===== src/inc/asr_pkg.sv =====
// constants for the host-side controller of a 2048 x 8 asynchronous static ram
// assumes a 20 MHz mclk; all strobe timing is counted in mclk cycles
//
// Behaviour
// - Eleven address lines pick the location, held steady per access.
// - The host keeps output gate high in writes to avoid a driver fight.
// - The host never drives the pins while the memory is reading out.
// - Chips float when deselected, so a bus holds several, one enabled.
package asr_pkg;
	localparam int ADDR_W       = 11;
	localparam int DATA_W       = 8;
	localparam int CLK_PERIOD_NS = 50;
	// access and pulse times in ns
	localparam int READ_ACC_NS  = 200;
	localparam int WR_PULSE_NS  = 120;
	localparam int WR_SETUP_NS  = 60;
	localparam int RECOVERY_NS  = 10;
	localparam int DISABLE_NS   = 60;
	// minimum times round up
	localparam int READ_CYC  = (READ_ACC_NS + CLK_PERIOD_NS - 1) / CLK_PERIOD_NS;
	localparam int WRP_CYC   = (WR_PULSE_NS + CLK_PERIOD_NS - 1) / CLK_PERIOD_NS;
	localparam int SETUP_CYC = (WR_SETUP_NS + CLK_PERIOD_NS - 1) / CLK_PERIOD_NS;
	localparam int REC_CYC   = (RECOVERY_NS + CLK_PERIOD_NS - 1) / CLK_PERIOD_NS;
	localparam int DIS_CYC   = (DISABLE_NS + CLK_PERIOD_NS - 1) / CLK_PERIOD_NS;
	localparam int CNT_W     = 4;

	typedef enum logic [5:0] {
		ASR_IDLE  = 6'b00_0001,
		ASR_RSTRB = 6'b00_0010,
		ASR_RDONE = 6'b00_0100,
		ASR_WSTRB = 6'b00_1000,
		ASR_WEND  = 6'b01_0000,
		ASR_GAP   = 6'b10_0000
	} asr_state_t;
endpackage : asr_pkg


===== src/rtl/asr_host.sv =====
// host controller that drives a 2048 x 8 asynchronous static ram
// user side: one request at a time, read or write, with a done pulse
// assumes the memory sits directly on the pins and no other master is present
`timescale 1ns/10ps
`default_nettype none
module asr_host #(
	parameter int ADDR_W = asr_pkg::ADDR_W,
	parameter int DATA_W = asr_pkg::DATA_W
) (
	input  wire logic              mclk,
	input  wire logic              arst_n,
	input  wire logic              reqValid,
	input  wire logic              reqWrite,
	input  wire logic [ADDR_W-1:0] reqAddr,
	input  wire logic [DATA_W-1:0] reqWdata,
	output logic                   reqReady,
	output logic                   rspDone,
	output logic      [DATA_W-1:0] rspRdata,
	output logic      [ADDR_W-1:0] memAddr,
	output logic                   memChipEn_n,
	output logic                   memOutGate_n,
	output logic                   memStore_n,
	input  wire logic [DATA_W-1:0] memDataIn,
	output logic      [DATA_W-1:0] memDataOut,
	output logic                   memDataOe
);
	// pin widths are fixed and the strobe counter must hold the read length
	if (ADDR_W != asr_pkg::ADDR_W || DATA_W != asr_pkg::DATA_W) begin : g_width
		$error("asr_host: only 11 address and 8 data bits are served");
	end
	if (asr_pkg::READ_CYC + 2 > (1 << asr_pkg::CNT_W)) begin : g_count
		$error("asr_host: strobe counter too narrow for the read length");
	end

	asr_pkg::asr_state_t state_ff;
	asr_pkg::asr_state_t nxt_state;
	logic [asr_pkg::CNT_W-1:0] cnt_ff;
	logic [asr_pkg::CNT_W-1:0] nxt_cnt;
	logic [DATA_W-1:0]         rdSync;

	function automatic logic [asr_pkg::CNT_W-1:0] cyc(input int n);
		cyc = asr_pkg::CNT_W'(n - 1);
	endfunction : cyc

	// a counted state on its last cycle
	function automatic logic at_end(
		input asr_pkg::asr_state_t        st,
		input asr_pkg::asr_state_t        want,
		input logic [asr_pkg::CNT_W-1:0] n
	);
		at_end = (st == want) && (n == '0);
	endfunction : at_end

	// pins come back asynchronously; read data must pass two flops
	asr_sync #(
		.WIDTH (DATA_W)
	) u_sync (
		.mclk    (mclk),
		.arst_n  (arst_n),
		.asyncIn (memDataIn),
		.syncOut (rdSync)
	);

	// read strobe is stretched by two extra cycles to cover the synchroniser
	always_comb begin
		nxt_state = state_ff;
		nxt_cnt   = (cnt_ff != '0) ? cnt_ff - 1'b1 : cnt_ff;
		case (state_ff)
			asr_pkg::ASR_IDLE: begin
				if (reqValid && reqWrite) begin
					nxt_state = asr_pkg::ASR_WSTRB;
					nxt_cnt   = cyc(asr_pkg::WRP_CYC);
				end else if (reqValid) begin
					nxt_state = asr_pkg::ASR_RSTRB;
					nxt_cnt   = cyc(asr_pkg::READ_CYC + 2);
				end
			end
			asr_pkg::ASR_RSTRB: begin
				if (cnt_ff == '0)
					nxt_state = asr_pkg::ASR_RDONE;
			end
			asr_pkg::ASR_RDONE: begin
				nxt_state = asr_pkg::ASR_GAP;
				nxt_cnt   = cyc(asr_pkg::DIS_CYC);
			end
			asr_pkg::ASR_WSTRB: begin
				if (cnt_ff == '0) begin
					nxt_state = asr_pkg::ASR_WEND;
					nxt_cnt   = cyc(asr_pkg::REC_CYC);
				end
			end
			asr_pkg::ASR_WEND: begin
				if (cnt_ff == '0)
					nxt_state = asr_pkg::ASR_IDLE;
			end
			asr_pkg::ASR_GAP: begin
				if (cnt_ff == '0)
					nxt_state = asr_pkg::ASR_IDLE;
			end
			default: begin
				nxt_state = asr_pkg::ASR_IDLE;
				nxt_cnt   = '0;
			end
		endcase
	end

	always_ff @(posedge mclk or negedge arst_n) begin
		if (!arst_n) begin
			state_ff <= asr_pkg::ASR_IDLE;
			cnt_ff   <= '0;
		end else begin
			state_ff <= nxt_state;
			cnt_ff   <= nxt_cnt;
		end
	end

	// address and write data latch at acceptance and stay put until idle
	always_ff @(posedge mclk or negedge arst_n) begin
		if (!arst_n) begin
			memAddr    <= '0;
			memDataOut <= '0;
		end else if (state_ff == asr_pkg::ASR_IDLE && reqValid) begin
			memAddr    <= reqAddr;
			memDataOut <= reqWdata;
		end
	end

	// strobes: all high at rest, so the memory floats its pins
	always_ff @(posedge mclk or negedge arst_n) begin
		if (!arst_n) begin
			memChipEn_n  <= 1'b1;
			memOutGate_n <= 1'b1;
			memStore_n   <= 1'b1;
			memDataOe    <= 1'b0;
		end else begin
			// one chip, enabled only during an access
			memChipEn_n  <= !(nxt_state == asr_pkg::ASR_RSTRB ||
				nxt_state == asr_pkg::ASR_WSTRB);
			// gate stays high through writes to avoid contention
			memOutGate_n <= (nxt_state != asr_pkg::ASR_RSTRB);
			// store falls with chip enable so the memory never drives
			memStore_n   <= (nxt_state != asr_pkg::ASR_WSTRB);
			// data held one cycle past the strobe rise for capture
			memDataOe    <= (nxt_state == asr_pkg::ASR_WSTRB ||
				nxt_state == asr_pkg::ASR_WEND);
		end
	end

	always_ff @(posedge mclk or negedge arst_n) begin
		if (!arst_n) begin
			rspRdata <= '0;
		end else if (at_end(state_ff, asr_pkg::ASR_RSTRB, cnt_ff)) begin
			rspRdata <= rdSync;
		end
	end

	always_ff @(posedge mclk or negedge arst_n) begin
		if (!arst_n) begin
			rspDone  <= 1'b0;
			reqReady <= 1'b0;
		end else begin
			rspDone  <= at_end(state_ff, asr_pkg::ASR_RSTRB, cnt_ff) ||
				at_end(state_ff, asr_pkg::ASR_WEND, cnt_ff);
			reqReady <= (nxt_state == asr_pkg::ASR_IDLE);
		end
	end

	// pin protocol checks
	no_contend_a: assert property (
		@(posedge mclk) disable iff (!arst_n)
		memDataOe |-> memOutGate_n)
		else $error("host drives data while output gate is low");
	gate_in_write_a: assert property (
		@(posedge mclk) disable iff (!arst_n)
		!memStore_n |-> memOutGate_n && !memChipEn_n)
		else $error("output gate low during a write");
	store_with_ce_a: assert property (
		@(posedge mclk) disable iff (!arst_n)
		$fell(memChipEn_n) && !memOutGate_n |-> memStore_n)
		else $error("store low with read gate at select");
	write_pulse_a: assert property (
		@(posedge mclk) disable iff (!arst_n)
		$fell(memStore_n) |-> !memStore_n [*3])
		else $error("store pulse shorter than three cycles");
	data_hold_a: assert property (
		@(posedge mclk) disable iff (!arst_n)
		$rose(memStore_n) |-> memDataOe)
		else $error("write data released with the strobe");
	addr_stable_a: assert property (
		@(posedge mclk) disable iff (!arst_n)
		!memChipEn_n && !$fell(memChipEn_n) |-> $stable(memAddr))
		else $error("address moved during an access");
	read_len_a: assert property (
		@(posedge mclk) disable iff (!arst_n)
		$fell(memOutGate_n) |-> !memOutGate_n [*6] ##1 memOutGate_n)
		else $error("read strobe not six cycles");
	// write data may stand one cycle past the chip enable rise, no longer
	idle_float_a: assert property (
		@(posedge mclk) disable iff (!arst_n)
		memChipEn_n |-> memStore_n && memOutGate_n &&
			(!memDataOe || $rose(memChipEn_n)))
		else $error("strobes active while deselected");
	wdata_stable_a: assert property (
		@(posedge mclk) disable iff (!arst_n)
		memDataOe && !$rose(memDataOe) |-> $stable(memDataOut))
		else $error("write data moved while driven");
	oe_with_store_a: assert property (
		@(posedge mclk) disable iff (!arst_n)
		$rose(memDataOe) |-> $fell(memStore_n) && $fell(memChipEn_n))
		else $error("data driven outside a write select");
	write_len_a: assert property (
		@(posedge mclk) disable iff (!arst_n)
		$rose(memDataOe) |-> memDataOe [*4] ##1 !memDataOe)
		else $error("write data not driven four cycles");
	store_rise_a: assert property (
		@(posedge mclk) disable iff (!arst_n)
		$rose(memStore_n) |-> $rose(memChipEn_n))
		else $error("store and chip enable rise apart");
	read_gap_a: assert property (
		@(posedge mclk) disable iff (!arst_n)
		$rose(memOutGate_n) |-> memChipEn_n [*4])
		else $error("select too soon after a read");
	read_quiet_a: assert property (
		@(posedge mclk) disable iff (!arst_n)
		!memOutGate_n |-> !memDataOe && memStore_n && !memChipEn_n)
		else $error("host active on the pins during a read");
	addr_hold_a: assert property (
		@(posedge mclk) disable iff (!arst_n)
		$rose(memChipEn_n) |-> $stable(memAddr))
		else $error("address moved at deselect");
	ce_release_a: assert property (
		@(posedge mclk) disable iff (!arst_n)
		$rose(memChipEn_n) |-> memChipEn_n [*2])
		else $error("chip enable high for under two cycles");
	ready_idle_a: assert property (
		@(posedge mclk) disable iff (!arst_n)
		reqReady |-> memChipEn_n && memStore_n && memOutGate_n)
		else $error("ready shown during an access");
	gate_with_ce_a: assert property (
		@(posedge mclk) disable iff (!arst_n)
		$fell(memOutGate_n) |-> $fell(memChipEn_n) && !memDataOe)
		else $error("read gate fell apart from chip enable");
	rdata_hold_a: assert property (
		@(posedge mclk) disable iff (!arst_n)
		!rspDone |-> $stable(rspRdata))
		else $error("read data moved without done");
endmodule : asr_host
`default_nettype wire


===== src/rtl/asr_sync.sv =====
// two-flop synchroniser for the data pins read back from the memory
// assumes the input is asynchronous to mclk
`timescale 1ns/10ps
`default_nettype none
module asr_sync #(
	parameter int WIDTH = 8
) (
	input  wire logic             mclk,
	input  wire logic             arst_n,
	input  wire logic [WIDTH-1:0] asyncIn,
	output logic      [WIDTH-1:0] syncOut
);
	logic [WIDTH-1:0] meta_ff;

	if (WIDTH < 1) begin : g_width
		$error("asr_sync: width must be at least one");
	end

	always_ff @(posedge mclk or negedge arst_n) begin
		if (!arst_n) begin
			meta_ff <= '0;
			syncOut <= '0;
		end else begin
			meta_ff <= asyncIn;
			syncOut <= meta_ff;
		end
	end
endmodule : asr_sync
`default_nettype wire


===== config.mk =====
export PLATFORM = sky130hd
export DESIGN_NAME = asr_host
export DESIGN_NICKNAME = d
export VERILOG_FILES = /design/src/inc/asr_pkg.sv /design/src/rtl/asr_host.sv /design/src/rtl/asr_sync.sv
export SDC_FILE = /design/constraint.sdc
export NUM_CORES = 1
export LEC_CHECK = 0
export ABC_AREA = 1
export BUFFER_PORTS_ARGS = -buffer_cell sky130_fd_sc_hd__buf_2
export CAP_MARGIN = 20
export CORE_MARGIN = 8
export CORE_UTILIZATION = 40
export DETAILED_ROUTE_END_ITERATION = 10
export GPL_TIMING_DRIVEN = 0
export SETUP_SLACK_MARGIN = 0.3
export SLEW_MARGIN = 20
export SYNTH_ARGS = -nofsm -noshare
export SYNTH_HDL_FRONTEND = slang
export SYNTH_SLANG_ARGS = --single-unit

===== constraint.sdc =====
create_clock -name mclk -period 2 [get_ports mclk]
set_input_delay 0.2 -clock mclk [delete_from_list [all_inputs] [get_ports mclk]]
set_output_delay 0.2 -clock mclk [all_outputs]
set_load 0.03 [all_outputs]

Yosys cells after proc, flatten, opt, wreduce, memory -nomap -nowiden --
Cells that the tools add are included. W data, S select, Z words.
Word-level totals: bits of input ports 31, word-level logic and storage cells 49, register bits after elaboration 59, output and inout port bits 33
Operators by class: muxes and demuxes 11, reductions and logical operators 12, $add $sub $neg 1, equality and inequality tests 12
Operators by type and width (number):
- $mux W6 | 5
- $pmux W6 S5 | 1
- $mux W4 | 4
- $pmux W4 S4 | 1
- $eq A6 B1 Y1 const B | 2
- $eq A6 B2 Y1 const B | 2
- $eq A6 B4 Y1 const B | 2
- $eq A6 B5 Y1 const B | 2
- $eq A6 B3 Y1 const B | 1
- $eq A6 B6 Y1 const B | 1
- $ne A6 B2 Y1 const B | 1
- $ne A6 B4 Y1 const B | 1
- $logic_and A1 B1 Y1 | 4
- $logic_not A4 Y1 | 1
- $reduce_bool A4 Y1 | 1
- $sub A4 B1 Y4 const B | 1
- $logic_or A1 B1 Y1 | 3
- $reduce_or A3 Y1 | 1
- $reduce_or A2 Y1 | 1
- $logic_not A1 Y1 | 1

Longest topological paths before layout --
depth in word-level cells 6, gate-level depth with buffers 9, depth with buffers taken out 9

Modules after synthesis --
A second synthesis with hierarchy kept.
Second synthesis, totals: cell total of the unflattened synthesis 252, area, all modules 2374.8 µm²
Modules (own cells, without submodules):
- asr_host | area an instance 1974.4 µm², cells an instance 236, sequential area each 1081.0 µm², instances 1
- asr_sync | area an instance 400.4 µm², cells an instance 16, sequential area each 400.4 µm², instances 1

Worst setup path before layout --
No wires, ideal clock.
path type reg2reg, start register cnt_ff[0] (netlist name), end register cnt_ff[0] (netlist name), cell stages (with the launch flop) 8, buffers on the path 0, data arrival time 1286 ps, setup time 127 ps, path slack 586 ps, period minus slack after synthesis 1414 ps, data required time 1873 ps, cell sequence dfrtp_1 -> inv_1 -> ha_1 -> nand3_2 -> ha_1 -> nand2_1 -> nand3_1 -> nand3_1
On the way: word-level cells in the longest chain between the ends 5, elaborated cells between the ends (all ways) 8, classes of those cells add/sub (1); mux (5); reduce/logical (2)
Ends and longest elaborated chain:
- from (decl) | line asr_host.sv:37 | logic [asr_pkg::CNT_W-1:0] cnt_ff;
- from (signal assigned) | line asr_host.sv:113 | cnt_ff <= nxt_cnt;
- $sub A4 B1 Y4 or $reduce_bool A4 Y1 (tied branches) | line asr_host.sv:67 | nxt_cnt = (cnt_ff != '0) ? cnt_ff - 1'b1 : cnt_ff;
- $mux W4 | line asr_host.sv:67
- $mux W4 | line asr_host.sv:73 | end else if (reqValid) begin
- $mux W4 | line asr_host.sv:70 | if (reqValid && reqWrite) begin
- $pmux W4 S4 * | line asr_host.sv:68 | case (state_ff)
- named net nxt_cnt, one bit | line asr_host.sv:38 | logic [asr_pkg::CNT_W-1:0] nxt_cnt;
The timed path passes the listed nets; every way through them passes the cells marked *. A chain may end at the register's enable or synchronous reset.

Worst setup path after layout --
Ends and elaborated chain as after synthesis.

==> impl_metrics.csv <==
group,metric,value,unit
floorplan,die_h,93.6,µm
global_routing,grt_pass1_vias,1982,
clocking,clkLatencyLatePin,0.33,ns
outcome,status,"finished, final reports clean",
synthesis,synth_top_area_share,57.1,%
sta,layout_min_cycle_time,1.55,ns
global_routing,antenna_found_initial,0,
power_and_ir_drop,power_density,1660,nW/µm²
place,dp_hpwl,3660,µm
setup_path,cp.arrival,1.75,ns
setup_path,required,2.21,ns
floorplan,fp.dieW,93.6,µm
global_routing,grt_use_total,13.0,%
final_layout,num_antenna_cells,0,
place,io_buffers,62,
place,gp_congestion,0.853,
clocking,path_clk_slew,0.07,ns
floorplan,core-area,5890,µm²
drt,viasPerCell,4.54,
drt,drt_wl_total,5240,µm
synthesis,avgSynthCellArea,9.23,µm²
setup_path,path_common_cell,"nand3_1",
drt,drtPass1Iterations,4,
power_and_ir_drop,p_sw_share,43.0,%
global_routing,grt_pass1_wl,8970,µm
synthesis,yosys.area.top_type,"dfrtp_1",
synthesis,syn-num-nets,294,
setup_path,path_buf_inv,1,
sta,clock_skew,0.00732,ns
power_and_ir_drop,p_seq_share,33.8,%
floorplan,num_rows,28,
final_layout,drive_gt1_share,28.7,%
floorplan,die-area,8760,µm²
drt,drtIter0Drc,87,
sta,maxSlewHeadroom,51.5,%
synthesis,syn-cell-area,2410,µm²
sta,hold_viol,0,
clocking,cts.sinks,59,
setup_path,critPathKind,"register to register",
drt,route.detailed.drc,0,
run,drv_cap,0,
setup_path,start_kind,"register",
clocking,cts_root_buf,"clkbuf_8",
synthesis,synth_cell_types,25,
setup_path,crit_chain,"inv_1 -> ha_2 -> nand3_4 -> ha_1 -> nand2_1 -> nand3_1 -> nand3_1",
sta,fin_tns_setup,0,ns
setup_path,setup.worst_path.end_class,"register",
sta,drv_slew,0,
clocking,htree_levels,3,
power_and_ir_drop,fin_total_pwr,5210,µW
synthesis,yosysWarnings,0,
final_layout,fillers,569,
drt,vias,1921,
clocking,clk_path_buf_depth,2,
sta,rsz0062_at_grt,"no",
place,placed_cell_area,2820,µm²
min_path,min_from,"reqAddr[10]",
drt,ant_nets,0,
power_and_ir_drop,peakVddDrop,877,µV
floorplan,floorplan.initialDensity,40.9,%
global_routing,grt_overflow,0,
sta,fmax,646,MHz
setup_path,slowest_delay,0.36,ns
setup_path,critPathLaunch,"cnt_ff[0]$_DFF_PN0_",
clocking,cts_tree,"built",
power_and_ir_drop,power.switching,2240,µW
power_and_ir_drop,p_clk_share,23.1,%
final_layout,area_delta_synth_final,30.3,%
min_path,hold_class,"primary input to register",
power_and_ir_drop,intPower,2970,µW
synthesis,synth-seq-area-share,61.5,%
synthesis,syn_inst,261,
setup_path,crit_fanout,8,
setup_path,crit_family,"adder cells",
sta,worstMarginPinSlew,0.727,ns
final_layout,multi_input_area,792,µm²
synthesis,ys_seq_elements,59,
final_layout,register_area,1480,µm²
setup_path,cp_slowest_cell,"dfrtp_1",
final_layout,fin_area,3140,µm²
final_layout,num-nets-final,376,
drt,routedWlPerCell,12.4,µm
clocking,cts_buffers,9,
global_routing,grt_max_degree,60,
power_and_ir_drop,power_frac_comb,43.2,%
sta,setup_viol,0,
power_and_ir_drop,p_leak,0.00176,µW
setup_path,timing.rr.start,"cnt_ff[0]$_DFF_PN0_",
sta,fin_crit_sh,77.3,%
synthesis,netlist_top_cells_area,"dfrtp_1 (57%), nand2_1 (16%), nand3_1 (7.1%), dfstp_2 (4.4%), inv_1 (4.0%)",
floorplan,io_pins,64,
-- cell type report --
cell class                 count  share of cell area (%)
tap                           75                    2.99
sequential                    59                    47.2
clock buffer                   9                    3.94
timing repair buffer          71                    12.8
multi-input combinational    168                    25.2
clock inverter                 7                    3.19
inverter                      28                    3.43
buffer                         6                    1.24
-- flip-flops by register name, summed over array words and instances (netlist names), 4 cells and up --
| name | cells |
|---|---|
| cnt_ff | 4 |
| u_sync.meta_ff | 8 |
| state_ff | 6 |
| rspRdata | 8 |
| u_sync.syncOut | 8 |
| memAddr | 11 |
| memDataOut | 8 |
-- logic make-up (layout without fill, tap and decap cells) --
family                   after synthesis  count (layout)  share of synthesized area (%)
AO/OA/AOI/OAI                          8               8                           2.03
adder cells (fa/ha/maj)                2               2                           1.04
buffers and inverters                 34             121                           6.07
flip-flops                            59              59                           61.5
AND/OR/NAND/NOR                      158             158                           29.4
-- synthesized netlist by cell type, drive strengths merged --
cell type    n
nand2      107
dfrtp       55
nand3       35
inv         28
nor2        13
buf          5
dfstp        4
o21ai        4
nand4        3
a21oi        2
ha           2
clkbuf       1
o211ai       1
o31ai        1
-- metrics by stage --
stage	setup WS [ns]	std cells	util (%)	hold WS, ns
6_report	0.453	423	53.4	0.0949
3_3_place_gp	0.402	398	47.8	0.307
3_5_place_dp	0.394	398	47.9	0.310
4_1_cts	0.348	423	53.2	0.0745
5_1_grt	0.328	423	53.4	0.0936
2_1_floorplan	0.586	261	-	-0.0956
-- power by group through the flow --
| stage | clock network [µW] | logic, µW | registers [µW] |
|---|---|---|---|
| after floorplan | 0 | 1050 | 2340 |
| after global placement | 0 | 2200 | 1780 |
| after detailed placement | 0 | 2240 | 1780 |
| after CTS | 1240 | 2270 | 1760 |
| after global routing | 1290 | 2510 | 1810 |
| final | 1200 | 2250 | 1760 |
-- worst min-delay path: cells and delay by family --
kind	cells	cell delay, ns
buf+inv	1	0.07
simple gates	2	0.12
-- routing by layer --
layer  share of wire (%)  global-route usage (%)  up-vias
met4                 2.1                    7.40        0
met1                  43                    15.4      880
met2                  48                    20.2       49
met3                 6.4                    4.57       11
met5                   0                       0        -
li1                    -                       -      981
-- timing repair --
item | CTS | global route
hold buffers | 9 | 0
resized for setup | 0 | 3
hold endpoints to repair | 63 | 0
buffers inserted | 0 | 0
endpoints found under the setup margin | 0 | 9
-- cells in the final DEF (no fill, tap or decap), types with 3 or more instances in the layout --
cell / count
dfstp_2: 4
nand2_4: 3
buf_2: 62
inv_1: 25
dlygate4sd3_1: 9
nand3_1: 34
buf_4: 3
nand2_1: 104
o21ai_0: 3
clkbuf_8: 9
nor2_1: 8
nand4_1: 3
clkinv_4: 3
dfrtp_1: 55
-- path summary, 6_finish.rpt --
kind                                                    end  slack, ns  cells after the start
worst max register to register          cnt_ff[0]$_DFF_PN0_       0.45                      7
worst min-delay path                memAddr[10]$_DFFE_PN0P_       0.09                      3
worst max-delay path                    cnt_ff[0]$_DFF_PN0_       0.45                      7
min in group asynchronous                reqReady$_DFF_PN0_       0.45                      2
worst min register to register  u_sync.syncOut[1]$_DFF_PN0_       0.35                      0
max in group asynchronous               cnt_ff[2]$_DFF_PN0_       1.04                      2
(Power assumes the default switching activity.)
